## config.mk

```make
export PLATFORM = sky130hd
export DESIGN_NAME = lfm_fault_regs
export DESIGN_NICKNAME = d
export VERILOG_FILES = /design/src/pkg/lfm_pkg.sv /design/src/verilog/lfm_fault_regs.sv /design/src/verilog/lfm_i2c_slave.sv
export VERILOG_INCLUDE_DIRS = /design/src /design/src/pkg
export SDC_FILE = /design/constraint.sdc
export NUM_CORES = 1
export LEC_CHECK = 0
export ABC_AREA = 1
export BUFFER_PORTS_ARGS = -buffer_cell sky130_fd_sc_hd__buf_2
export CORE_MARGIN = 1
export CORE_UTILIZATION = 30
export CTS_BUF_LIST = sky130_fd_sc_hd__clkbuf_8
export DETAILED_ROUTE_END_ITERATION = 8
export PLACE_DENSITY_LB_ADDON = 0.08
export SETUP_SLACK_MARGIN = 0.3
export SYNTH_ARGS = -nofsm -noshare
export SYNTH_HDL_FRONTEND = slang
export SYNTH_SLANG_ARGS = --single-unit
```

## constraint.sdc

```tcl
create_clock -name mclk -period 2.8 [get_ports mclk]
set_input_delay 0.14 -clock mclk [delete_from_list [all_inputs] [get_ports mclk]]
set_output_delay 0.14 -clock mclk [all_outputs]
set_load 0.05 [all_outputs]
```

## src/pkg/lfm_map.svh

```systemverilog
// register offsets, reset values, field positions and bus constants of the fault block
// assumes inclusion by bare name from design files; definitions only
`ifndef LFM_MAP_SVH
`define LFM_MAP_SVH

// ****************************************************************
// register offsets
// ****************************************************************
`define LFM_OFS_LOCK_FLAGS   8'h17
`define LFM_OFS_UV_STATUS    8'h18
`define LFM_OFS_OC_STATUS    8'h19
`define LFM_OFS_THERM_STATUS 8'h1A
`define LFM_OFS_SUSP_STATUS  8'h1B
`define LFM_OFS_UV_MASK      8'h1C
`define LFM_OFS_OC_MASK      8'h1D

// ****************************************************************
// reset values
// ****************************************************************
`define LFM_RST_BYTE         8'h00
`define LFM_RST_FLAGS        4'h0
`define LFM_RST_CH           7'h00
`define LFM_RST_CNT          4'h0

// ****************************************************************
// field positions of the thermal and lockout status and of the suspend status
// ****************************************************************
`define LFM_TL_TSD_BIT       7
`define LFM_TL_WARN_BIT      6
`define LFM_TL_VSYS_BIT      5
`define LFM_TL_CH7_BIT       4
`define LFM_TL_RAIL_D_BIT    3
`define LFM_TL_RAIL_C_BIT    2
`define LFM_TL_RAIL_B_BIT    1
`define LFM_TL_RAIL_A_BIT    0
`define LFM_SUSP_CHIP_BIT    7

// ****************************************************************
// bus constants and channel count
// ****************************************************************
`define LFM_I2C_ADDR_DEFAULT 7'h35
`define LFM_BITS_PER_BYTE    4'h8
`define LFM_LAST_BIT         4'h7
`define LFM_CH_COUNT         7

`endif

```

## src/pkg/lfm_pkg.sv

```systemverilog
// types shared by the fault block and its serial register port
// assumes nothing beyond a SystemVerilog compiler
package lfm_pkg;

  typedef logic [7:0] lfm_byte_t;

  typedef enum logic [3:0] {
    LFM_I2C_IDLE    = 4'h0,
    LFM_I2C_DEVADDR = 4'h1,
    LFM_I2C_DEVACK  = 4'h2,
    LFM_I2C_REGADDR = 4'h3,
    LFM_I2C_REGACK  = 4'h4,
    LFM_I2C_WDATA   = 4'h5,
    LFM_I2C_WACK    = 4'h6,
    LFM_I2C_RDATA   = 4'h7,
    LFM_I2C_RACK    = 4'h8
  } lfm_i2c_state_e;

endpackage

```

## src/verilog/lfm_fault_regs.sv

```systemverilog
// fault flags, live fault status, masks and open-drain interrupt of the regulator controller
// assumes fault inputs are levels synchronous to mclk and i2c runs well below mclk/4
//
// Overview of operation
// - flags held until read or enable pin low
// - undervoltage status per enabled channel, bit7 zero
// - overcurrent status per enabled channel, bit7 zero
// - bit 7 shows thermal shutdown
// - bit 6 shows thermal warning
// - bit 5 shows system supply lockout
// - bits 4-2 show gated input lockouts
// - bit 1 shows rail lockout, channel 3/4
// - bit 0 shows rail lockout, channel 1/2
// - suspend bit 7 shows whole-chip suspension
// - suspend bits 6-0 show per-channel suspension
// - undervoltage mask bits block interrupt pin
// - undervoltage mask resets to zero
// - undervoltage status resets to zero
// - overcurrent status resets to zero
// - suspend status resets to zero
// - overcurrent mask at 0x1D, resets zero
// - overcurrent mask bits block interrupt pin
// - suspend from input lockout, overcurrent, undervoltage
`include "lfm_map.svh"

module lfm_fault_regs #(
  parameter int         CH_COUNT = `LFM_CH_COUNT,
  parameter logic [6:0] DEV_ADDR = `LFM_I2C_ADDR_DEFAULT
) (
  input  wire logic       mclk,
  input  wire logic       rst_b,
  input  wire logic       ce,
  input  wire logic       ctrl_enable_b,
  input  wire logic [6:0] ch_enabled,
  input  wire logic [6:0] ch_undervolt,
  input  wire logic [6:0] ch_overcurrent,
  input  wire logic       rail_a_low,
  input  wire logic       rail_b_low,
  input  wire logic       rail_c_low,
  input  wire logic       rail_d_low,
  input  wire logic       ch7_rail_low,
  input  wire logic       vsys_low,
  input  wire logic       therm_shutdown,
  input  wire logic       therm_warning,
  input  wire logic       scl,
  input  wire logic       sda_in,
  output logic            sda_out,
  output logic            sda_oe,
  output logic            fault_irq_pin_low_out,
  output logic            fault_irq_pin_low_oe
);
  import lfm_pkg::*;

  generate
    if (CH_COUNT != `LFM_CH_COUNT) begin : g_bad_count
      $error("lfm_fault_regs serves exactly seven channels");
    end
  endgenerate

  // ****************************************************************
  // reset release
  // ****************************************************************
  logic rst_meta, rst_sync;

  always_ff @(posedge mclk or negedge rst_b) begin
    if (!rst_b) begin
      rst_meta <= 1'b0;
      rst_sync <= 1'b0;
    end else begin
      rst_meta <= 1'b1;
      rst_sync <= rst_meta;
    end
  end

  // ****************************************************************
  // register port
  // ****************************************************************
  logic      wr_stb, rd_stb;
  lfm_byte_t reg_addr, wr_data;
  lfm_byte_t rd_data;

  lfm_i2c_slave #(
    .DEV_ADDR (DEV_ADDR)
  ) u_i2c (
    .mclk     (mclk),
    .rst_b    (rst_sync),
    .ce       (ce),
    .scl      (scl),
    .sda_in   (sda_in),
    .sda_oe   (sda_oe),
    .wr_stb   (wr_stb),
    .rd_stb   (rd_stb),
    .reg_addr (reg_addr),
    .wr_data  (wr_data),
    .rd_data  (rd_data)
  );

  // ****************************************************************
  // live status
  // ****************************************************************
  logic [6:0] uv_status, next_uv_status;
  logic [6:0] oc_status, next_oc_status;
  lfm_byte_t  therm_status, next_therm_status;
  lfm_byte_t  susp_status, next_susp_status;
  logic [6:0] ch_input_low;

  // input rail feeding each channel
  assign ch_input_low = {ch7_rail_low, rail_d_low, rail_c_low, rail_b_low, rail_b_low,
                         rail_a_low, rail_a_low};

  always_comb begin
    next_uv_status = ch_undervolt & ch_enabled;
    next_oc_status = ch_overcurrent & ch_enabled;
    next_therm_status = `LFM_RST_BYTE;
    next_therm_status[`LFM_TL_TSD_BIT]    = therm_shutdown;
    next_therm_status[`LFM_TL_WARN_BIT]   = therm_warning;
    next_therm_status[`LFM_TL_VSYS_BIT]   = vsys_low;
    next_therm_status[`LFM_TL_CH7_BIT]    = ch7_rail_low & ch_enabled[6];
    next_therm_status[`LFM_TL_RAIL_D_BIT] = rail_d_low & ch_enabled[5];
    next_therm_status[`LFM_TL_RAIL_C_BIT] = rail_c_low & ch_enabled[4];
    next_therm_status[`LFM_TL_RAIL_B_BIT] = rail_b_low & (ch_enabled[2] | ch_enabled[3]);
    next_therm_status[`LFM_TL_RAIL_A_BIT] = rail_a_low & (ch_enabled[0] | ch_enabled[1]);
    next_susp_status = `LFM_RST_BYTE;
    next_susp_status[6:0] = (ch_input_low & ch_enabled) | next_uv_status |
                            next_oc_status;
    next_susp_status[`LFM_SUSP_CHIP_BIT] = therm_shutdown | vsys_low;
  end

  always_ff @(posedge mclk or negedge rst_sync) begin
    if (!rst_sync) begin
      uv_status    <= `LFM_RST_CH;
      oc_status    <= `LFM_RST_CH;
      therm_status <= `LFM_RST_BYTE;
      susp_status  <= `LFM_RST_BYTE;
    end else if (ce) begin
      uv_status    <= next_uv_status;
      oc_status    <= next_oc_status;
      therm_status <= next_therm_status;
      susp_status  <= next_susp_status;
    end
  end

  // ****************************************************************
  // sticky rail lockout flags
  // ****************************************************************
  logic [3:0] lock_flags, next_lock_flags;
  logic [3:0] rail_prev, rail_now;
  logic       flag_clear;

  assign rail_now = {rail_d_low, rail_c_low, rail_b_low, rail_a_low};

  always_comb begin
    flag_clear = !ctrl_enable_b || (rd_stb && reg_addr == `LFM_OFS_LOCK_FLAGS);
    // a new edge in the clearing cycle still sets the flag
    next_lock_flags = (rail_now ^ rail_prev) | (lock_flags & ~{4{flag_clear}});
  end

  always_ff @(posedge mclk or negedge rst_sync) begin
    if (!rst_sync) begin
      lock_flags <= `LFM_RST_FLAGS;
      rail_prev  <= `LFM_RST_FLAGS;
    end else if (ce) begin
      lock_flags <= next_lock_flags;
      rail_prev  <= rail_now;
    end
  end

  // ****************************************************************
  // masks
  // ****************************************************************
  logic [6:0] uv_mask, next_uv_mask;
  logic [6:0] oc_mask, next_oc_mask;

  always_comb begin
    next_uv_mask = uv_mask;
    next_oc_mask = oc_mask;
    if (wr_stb && reg_addr == `LFM_OFS_UV_MASK) begin
      next_uv_mask = wr_data[6:0];
    end
    if (wr_stb && reg_addr == `LFM_OFS_OC_MASK) begin
      next_oc_mask = wr_data[6:0];
    end
  end

  always_ff @(posedge mclk or negedge rst_sync) begin
    if (!rst_sync) begin
      uv_mask <= `LFM_RST_CH;
      oc_mask <= `LFM_RST_CH;
    end else if (ce) begin
      uv_mask <= next_uv_mask;
      oc_mask <= next_oc_mask;
    end
  end

  // ****************************************************************
  // readback
  // ****************************************************************
  always_comb begin
    rd_data = `LFM_RST_BYTE;
    case (reg_addr)
      `LFM_OFS_LOCK_FLAGS:   rd_data[3:0] = lock_flags;
      `LFM_OFS_UV_STATUS:    rd_data[6:0] = uv_status;
      `LFM_OFS_OC_STATUS:    rd_data[6:0] = oc_status;
      `LFM_OFS_THERM_STATUS: rd_data      = therm_status;
      `LFM_OFS_SUSP_STATUS:  rd_data      = susp_status;
      `LFM_OFS_UV_MASK:      rd_data[6:0] = uv_mask;
      `LFM_OFS_OC_MASK:      rd_data[6:0] = oc_mask;
      default:               rd_data      = `LFM_RST_BYTE;
    endcase
  end

  // ****************************************************************
  // open-drain pins
  // ****************************************************************
  logic next_irq_oe;

  always_comb begin
    next_irq_oe = (|lock_flags) | (|(uv_status & ~uv_mask))
                | (|(oc_status & ~oc_mask));
  end

  always_ff @(posedge mclk or negedge rst_sync) begin
    if (!rst_sync) begin
      fault_irq_pin_low_oe  <= 1'b0;
      fault_irq_pin_low_out <= 1'b0;
      sda_out               <= 1'b0;
    end else if (ce) begin
      fault_irq_pin_low_oe  <= next_irq_oe;
      fault_irq_pin_low_out <= 1'b0;
      sda_out               <= 1'b0;
    end
  end

endmodule

```

## src/verilog/lfm_i2c_slave.sv

```systemverilog
// i2c target that turns bus traffic into register read and write strobes
// assumes scl and sda_in synchronous to mclk and oversampled; reset already synchronised
`include "lfm_map.svh"

module lfm_i2c_slave #(
  parameter logic [6:0] DEV_ADDR = `LFM_I2C_ADDR_DEFAULT
) (
  input  wire logic              mclk,
  input  wire logic              rst_b,
  input  wire logic              ce,
  input  wire logic              scl,
  input  wire logic              sda_in,
  output logic                   sda_oe,
  output logic                   wr_stb,
  output logic                   rd_stb,
  output lfm_pkg::lfm_byte_t     reg_addr,
  output lfm_pkg::lfm_byte_t     wr_data,
  input  wire lfm_pkg::lfm_byte_t rd_data
);
  import lfm_pkg::*;

  lfm_i2c_state_e state, next_state;
  logic [3:0]     cnt, next_cnt;
  lfm_byte_t      shreg, next_shreg;
  lfm_byte_t      next_reg_addr, next_wr_data;
  logic           is_read, next_is_read;
  logic           next_sda_oe, next_wr_stb, next_rd_stb;
  logic           scl_q, sda_q;
  logic           scl_rise, scl_fall, start_cond, stop_cond, byte_done;

  assign scl_rise   = scl & ~scl_q;
  assign scl_fall   = ~scl & scl_q;
  assign start_cond = scl & scl_q & sda_q & ~sda_in;
  assign stop_cond  = scl & scl_q & ~sda_q & sda_in;
  assign byte_done  = scl_fall && (cnt == `LFM_BITS_PER_BYTE);

  // ****************************************************************
  // bus sequencer
  // ****************************************************************
  always_comb begin
    next_state    = state;
    next_cnt      = cnt;
    next_shreg    = shreg;
    next_reg_addr = reg_addr;
    next_wr_data  = wr_data;
    next_is_read  = is_read;
    next_sda_oe   = sda_oe;
    next_wr_stb   = 1'b0;
    next_rd_stb   = 1'b0;
    if (start_cond) begin
      next_state  = LFM_I2C_DEVADDR;
      next_cnt    = `LFM_RST_CNT;
      next_sda_oe = 1'b0;
    end else if (stop_cond) begin
      next_state  = LFM_I2C_IDLE;
      next_sda_oe = 1'b0;
    end else begin
      if (scl_rise && (state == LFM_I2C_DEVADDR || state == LFM_I2C_REGADDR ||
                       state == LFM_I2C_WDATA)) begin
        next_shreg = {shreg[6:0], sda_in};
        next_cnt   = cnt + 4'h1;
      end
      case (state)
        LFM_I2C_DEVADDR: begin
          if (byte_done) begin
            if (shreg[7:1] == DEV_ADDR) begin
              next_is_read = shreg[0];
              next_sda_oe  = 1'b1;
              next_state   = LFM_I2C_DEVACK;
            end else begin
              next_state = LFM_I2C_IDLE;
            end
          end
        end
        LFM_I2C_DEVACK: begin
          if (scl_fall) begin
            next_cnt = `LFM_RST_CNT;
            if (is_read) begin
              next_shreg  = rd_data;
              next_rd_stb = 1'b1;
              next_sda_oe = ~rd_data[7];
              next_state  = LFM_I2C_RDATA;
            end else begin
              next_sda_oe = 1'b0;
              next_state  = LFM_I2C_REGADDR;
            end
          end
        end
        LFM_I2C_REGADDR: begin
          if (byte_done) begin
            next_reg_addr = shreg;
            next_sda_oe   = 1'b1;
            next_state    = LFM_I2C_REGACK;
          end
        end
        LFM_I2C_REGACK, LFM_I2C_WACK: begin
          if (scl_fall) begin
            if (state == LFM_I2C_WACK) begin
              next_reg_addr = reg_addr + 8'h01;
            end
            next_sda_oe = 1'b0;
            next_cnt    = `LFM_RST_CNT;
            next_state  = LFM_I2C_WDATA;
          end
        end
        LFM_I2C_WDATA: begin
          if (byte_done) begin
            next_wr_data = shreg;
            next_wr_stb  = 1'b1;
            next_sda_oe  = 1'b1;
            next_state   = LFM_I2C_WACK;
          end
        end
        LFM_I2C_RDATA: begin
          if (scl_fall) begin
            if (cnt == `LFM_LAST_BIT) begin
              next_sda_oe = 1'b0;
              next_cnt    = `LFM_RST_CNT;
              next_state  = LFM_I2C_RACK;
            end else begin
              next_cnt    = cnt + 4'h1;
              next_shreg  = {shreg[6:0], 1'b0};
              next_sda_oe = ~shreg[6];
            end
          end
        end
        LFM_I2C_RACK: begin
          // controller ack moves to the next register; nack ends the burst
          if (scl_rise) begin
            if (sda_in) begin
              next_state = LFM_I2C_IDLE;
            end else begin
              next_reg_addr = reg_addr + 8'h01;
            end
          end else if (scl_fall) begin
            next_shreg  = rd_data;
            next_rd_stb = 1'b1;
            next_sda_oe = ~rd_data[7];
            next_state  = LFM_I2C_RDATA;
          end
        end
        default: begin
          next_state = LFM_I2C_IDLE;
        end
      endcase
    end
  end

  always_ff @(posedge mclk or negedge rst_b) begin
    if (!rst_b) begin
      state    <= LFM_I2C_IDLE;
      cnt      <= `LFM_RST_CNT;
      shreg    <= `LFM_RST_BYTE;
      reg_addr <= `LFM_RST_BYTE;
      wr_data  <= `LFM_RST_BYTE;
      is_read  <= 1'b0;
      sda_oe   <= 1'b0;
      wr_stb   <= 1'b0;
      rd_stb   <= 1'b0;
      scl_q    <= 1'b1;
      sda_q    <= 1'b1;
    end else if (ce) begin
      state    <= next_state;
      cnt      <= next_cnt;
      shreg    <= next_shreg;
      reg_addr <= next_reg_addr;
      wr_data  <= next_wr_data;
      is_read  <= next_is_read;
      sda_oe   <= next_sda_oe;
      wr_stb   <= next_wr_stb;
      rd_stb   <= next_rd_stb;
      scl_q    <= scl;
      sda_q    <= sda_in;
    end
  end

endmodule

```

==> impl_metrics.toml <==
[run_status]
outcome = "complete, no violations"

[floorplan]
dieHeight_um = 136.8
placement_rows = 48
io_pins = 39
fp.dieArea_um2 = 18710
chipWidth_um = 136.8
core_area_um2 = 17540
starting_density_of_the_core = 0.3107

[worst_setup_path]
critical_path.slowest_cell = "nor2_4"
endpoint_kind = "flop"
path_max_fanout = 27
timing.reg2reg.setup_slack_ps = 570
critical_path_required_ps = 3070
criticalPathCategory = "flop to flop"
crit_arrival_ps = 2510
critical_path.max_stage_delay_ps = 500
crit_chain = "inv_1 -> nand2_1 -> nor2_4 -> nand2_1 -> o21ai_0 -> or2_1 -> a21oi_1 -> nand2_1 -> nand2_1"
path_common_cell = "nand2_1"
worst_setup_path_start_kind = "flop"

[global_route]
pin_count_of_the_biggest_net_entering_global_routing = 39
grt_remaining_overflow = 0
grt_first_pass_wirelength_um = 26330
grt_pass1_vias = 4910
grt_antenna_before_repair = 0
grt_usage = 0.1859

[placement]
gp_congestion = 0.9390
dp_hpwl_um = 12340
place_worst_setup_slack_ps = 567.3
port_buffers = 36

[sta]
rsz0062_at_grt = "false"
fin_tns_setup_ps = 0
slew_viol_final = 0
max_freq_mhz = 448.3
finalWorstPathRequiredPeriod_ps = 2231
fin_hold_ws_ps = 26.06
postLayoutSetupSlackWorst_ps = 569.2
final.setup_skew_ps = 13.48
timing.final.hold_violations = 0
relSlewSlack = 0.5571
finalSetupViolations = 0
tightest_slew_ps = 661.9
layout_worst_path_cycle_share = 0.7967

[route]
wirelength_met1_um = 7594
detail_route.drc_violations = 0
routed-wl-met3_um = 612
top_layer_used = "met4"
detail_route.vias_per_cell = 4.886
wl_met2_um = 7834
drt-wirelength-per-cell_um = 15.80
number_of_violations_reported_at_the_end_of_detailed_routing_iteration_0 = 320
antenna_left = 0
dr_total_vias = 5052
wirelength_um = 16340
drt_first_pass_iters = 6

[clock_network]
cts.root.buffer_cell = "clkbuf_8"
cts.clk_slew.worst_paths_ps = 100
ctsLongestPathBuffers = 2
ctsHtreeMaxLevel = 3
cts_buffers = 9
clock_tree_from_tritoncts = "built"
clk_latency_ps = 380
tritoncts_num_sinks = 92

[power]
switching_portion_of_total_power = 0.2963
p_per_area_nw_per_um2 = 465.1
clock_power_share = 0.336
cell_internal_power_mw = 2.020
max-vdd-ir-drop_uv = 226.4
power.share.combinational = 0.142
seqPwrFrac = 0.521
p_leak_nw = 3.054
total_switching_power_uw = 850.6

[synth]
synth-edff-count = 0
ys_seq_elements = 92
synth.yosys.seq_area_share = 0.4230
syn_inst = 761
synth_area_leader_cell = "dfrtp_1"
post-synth-top-area-fraction = 0.4133
post_synth_instance_area_um2 = 5449
postSynth.asyncResetShare = 1.000
synth_cell_types = 45
ys_top_cells_by_area = "dfrtp_1 41%, nand2_1 14%, nand3_1 7.9%"
ys.warnings.count = 0
primary_ff_master_synth = "dfrtp_1"
synth_area_per_cell_um2 = 7.160

[flow_run]
cap_violations = 0

[layout]
design.final.nets = 845
fillers = 1931
ff_latch_area_um2 = 2308
fraction_of_layout_instances_using_a_drive_strength_above_1 = 0.1273
synthToLayoutAreaGrowth_pct = 13.30
layout.core_utilization = 0.3520
area_used_by_multi_input_combinational_logic_um2 = 2625
antennaDiodeCount = 0

[hold_path]
hold_path_class = "input port to flop"
## routing by layer
layer  up-vias  GRT usage
li1       2541          -
met1      2395     0.2439
met4         0    0.05678
met5         -          0
met3        17    0.03407
met2        99     0.3096
## repair_timing
action	in CTS	in global routing
setup buffers	0	0
hold endpoints to repair	16	0
hold buffers	12	0
resized for setup	0	1
setup endpoints to repair	0	2
## worst max-delay path, delay by kind of cell (launching register included)
family / cells / cell delay [ps]
compound gates: 2 / 470
buf+inv: 1 / 120
simple gates: 6 / 1120
flops: 1 / 410
## sequential cells by signal, summed over array words and instances (netlist names), 4 cells and up
name	flops
rail_prev	4
oc_mask	7
u_i2c.shreg	8
u_i2c.state	4
u_i2c.reg_addr	8
susp_status	8
uv_mask	7
uv_status	7
lock_flags	4
oc_status	7
u_i2c.wr_data	7
therm_status	8
u_i2c.cnt	4
## metrics by stage
| stage | area [um2] | instances | total power, mW |
|---|---|---|---|
| finish | 6173 | 1034 | 2.871 |
| global route | 6173 | 1034 | 3.034 |
| CTS | 6168 | 1034 | 2.924 |
| detailed placement | 5837 | 1006 | 1.923 |
| global placement | 5837 | 1006 | 1.912 |
| floorplan | 5454 | 762 | 1.766 |
## layout make-up
class	instances	share of cell area
well taps	225	0.04560
clock inverters	5	0.009728
flip-flops and latches	92	0.3739
clock buffers	11	0.02452
repair buffers	53	0.05472
inverters	109	0.06627
multi-input cells	539	0.4252
## power by group through the flow
stage	clock network, mW	logic [mW]	registers [mW]
2_1_floorplan	0	0.240	1.53
4_1_cts	1.01	0.415	1.50
5_1_grt	1.05	0.472	1.51
3_3_place_gp	0	0.387	1.52
3_5_place_dp	0	0.400	1.52
6_report	0.965	0.409	1.50
## layout by cell type, fill, tap and decap left out, drive strengths merged
cell type    instances
a32oi                1
clkbuf              11
clkinv               3
nand3b               2
o211ai               4
o2111ai              1
nand3               87
xor2                 4
a21oi               27
o21ai               99
nand2              212
buf                 41
nor3                13
conb                 3
a22o                 1
dlygate4sd3         12
nand4                3
bufinv               1
xnor2                1
inv                110
dfrtp               90
a41oi                1
o22ai                8
nor2                58
ha                   6
a21boi               2
dfstp                2
a31oi                2
or2                  2
a22oi                1
nor3b                1
## kinds of logic after synthesis
family	share of synthesized area
adder cells (fa/ha/maj)	0.01378
XOR/XNOR	0.008036
flip-flops	0.4230
AO/OA/AOI/OAI	0.1467
AND/OR/NAND/NOR	0.3102
other	0.001378
buffers and inverters	0.09690
## cell usage after synthesis, types with 3 or more instances
cell,n
nand2_2,6
nor3_1,11
inv_1,96
nor2_1,48
o21ai_0,67
dfrtp_1,90
inv_2,12
ha_1,6
a21oi_1,27
nor2_4,3
o211ai_1,4
nand2_4,3
nand2_1,203
buf_4,3
buf_2,8
nand3_1,86
xor2_1,4
o21ai_2,5
o22ai_1,8
clkbuf_1,7
o21ai_1,27
nor2_2,7
## path summary, 6_finish.rpt
kind | startpoint | to | depth (start not counted)
worst min-delay path | rail_d_low | rail_prev[3] | 3
min in group asynchronous | rst_b | rst_sync | 2
worst max-delay path | u_i2c.reg_addr[5] | u_i2c.sda_oe | 9
max in group asynchronous | rst_sync | u_i2c.scl_q | 1
worst max register to register | u_i2c.reg_addr[5] | u_i2c.sda_oe | 9
worst min register to register | rst_sync | uv_status[5] | 0
Power figures use the tool's default switching activity.
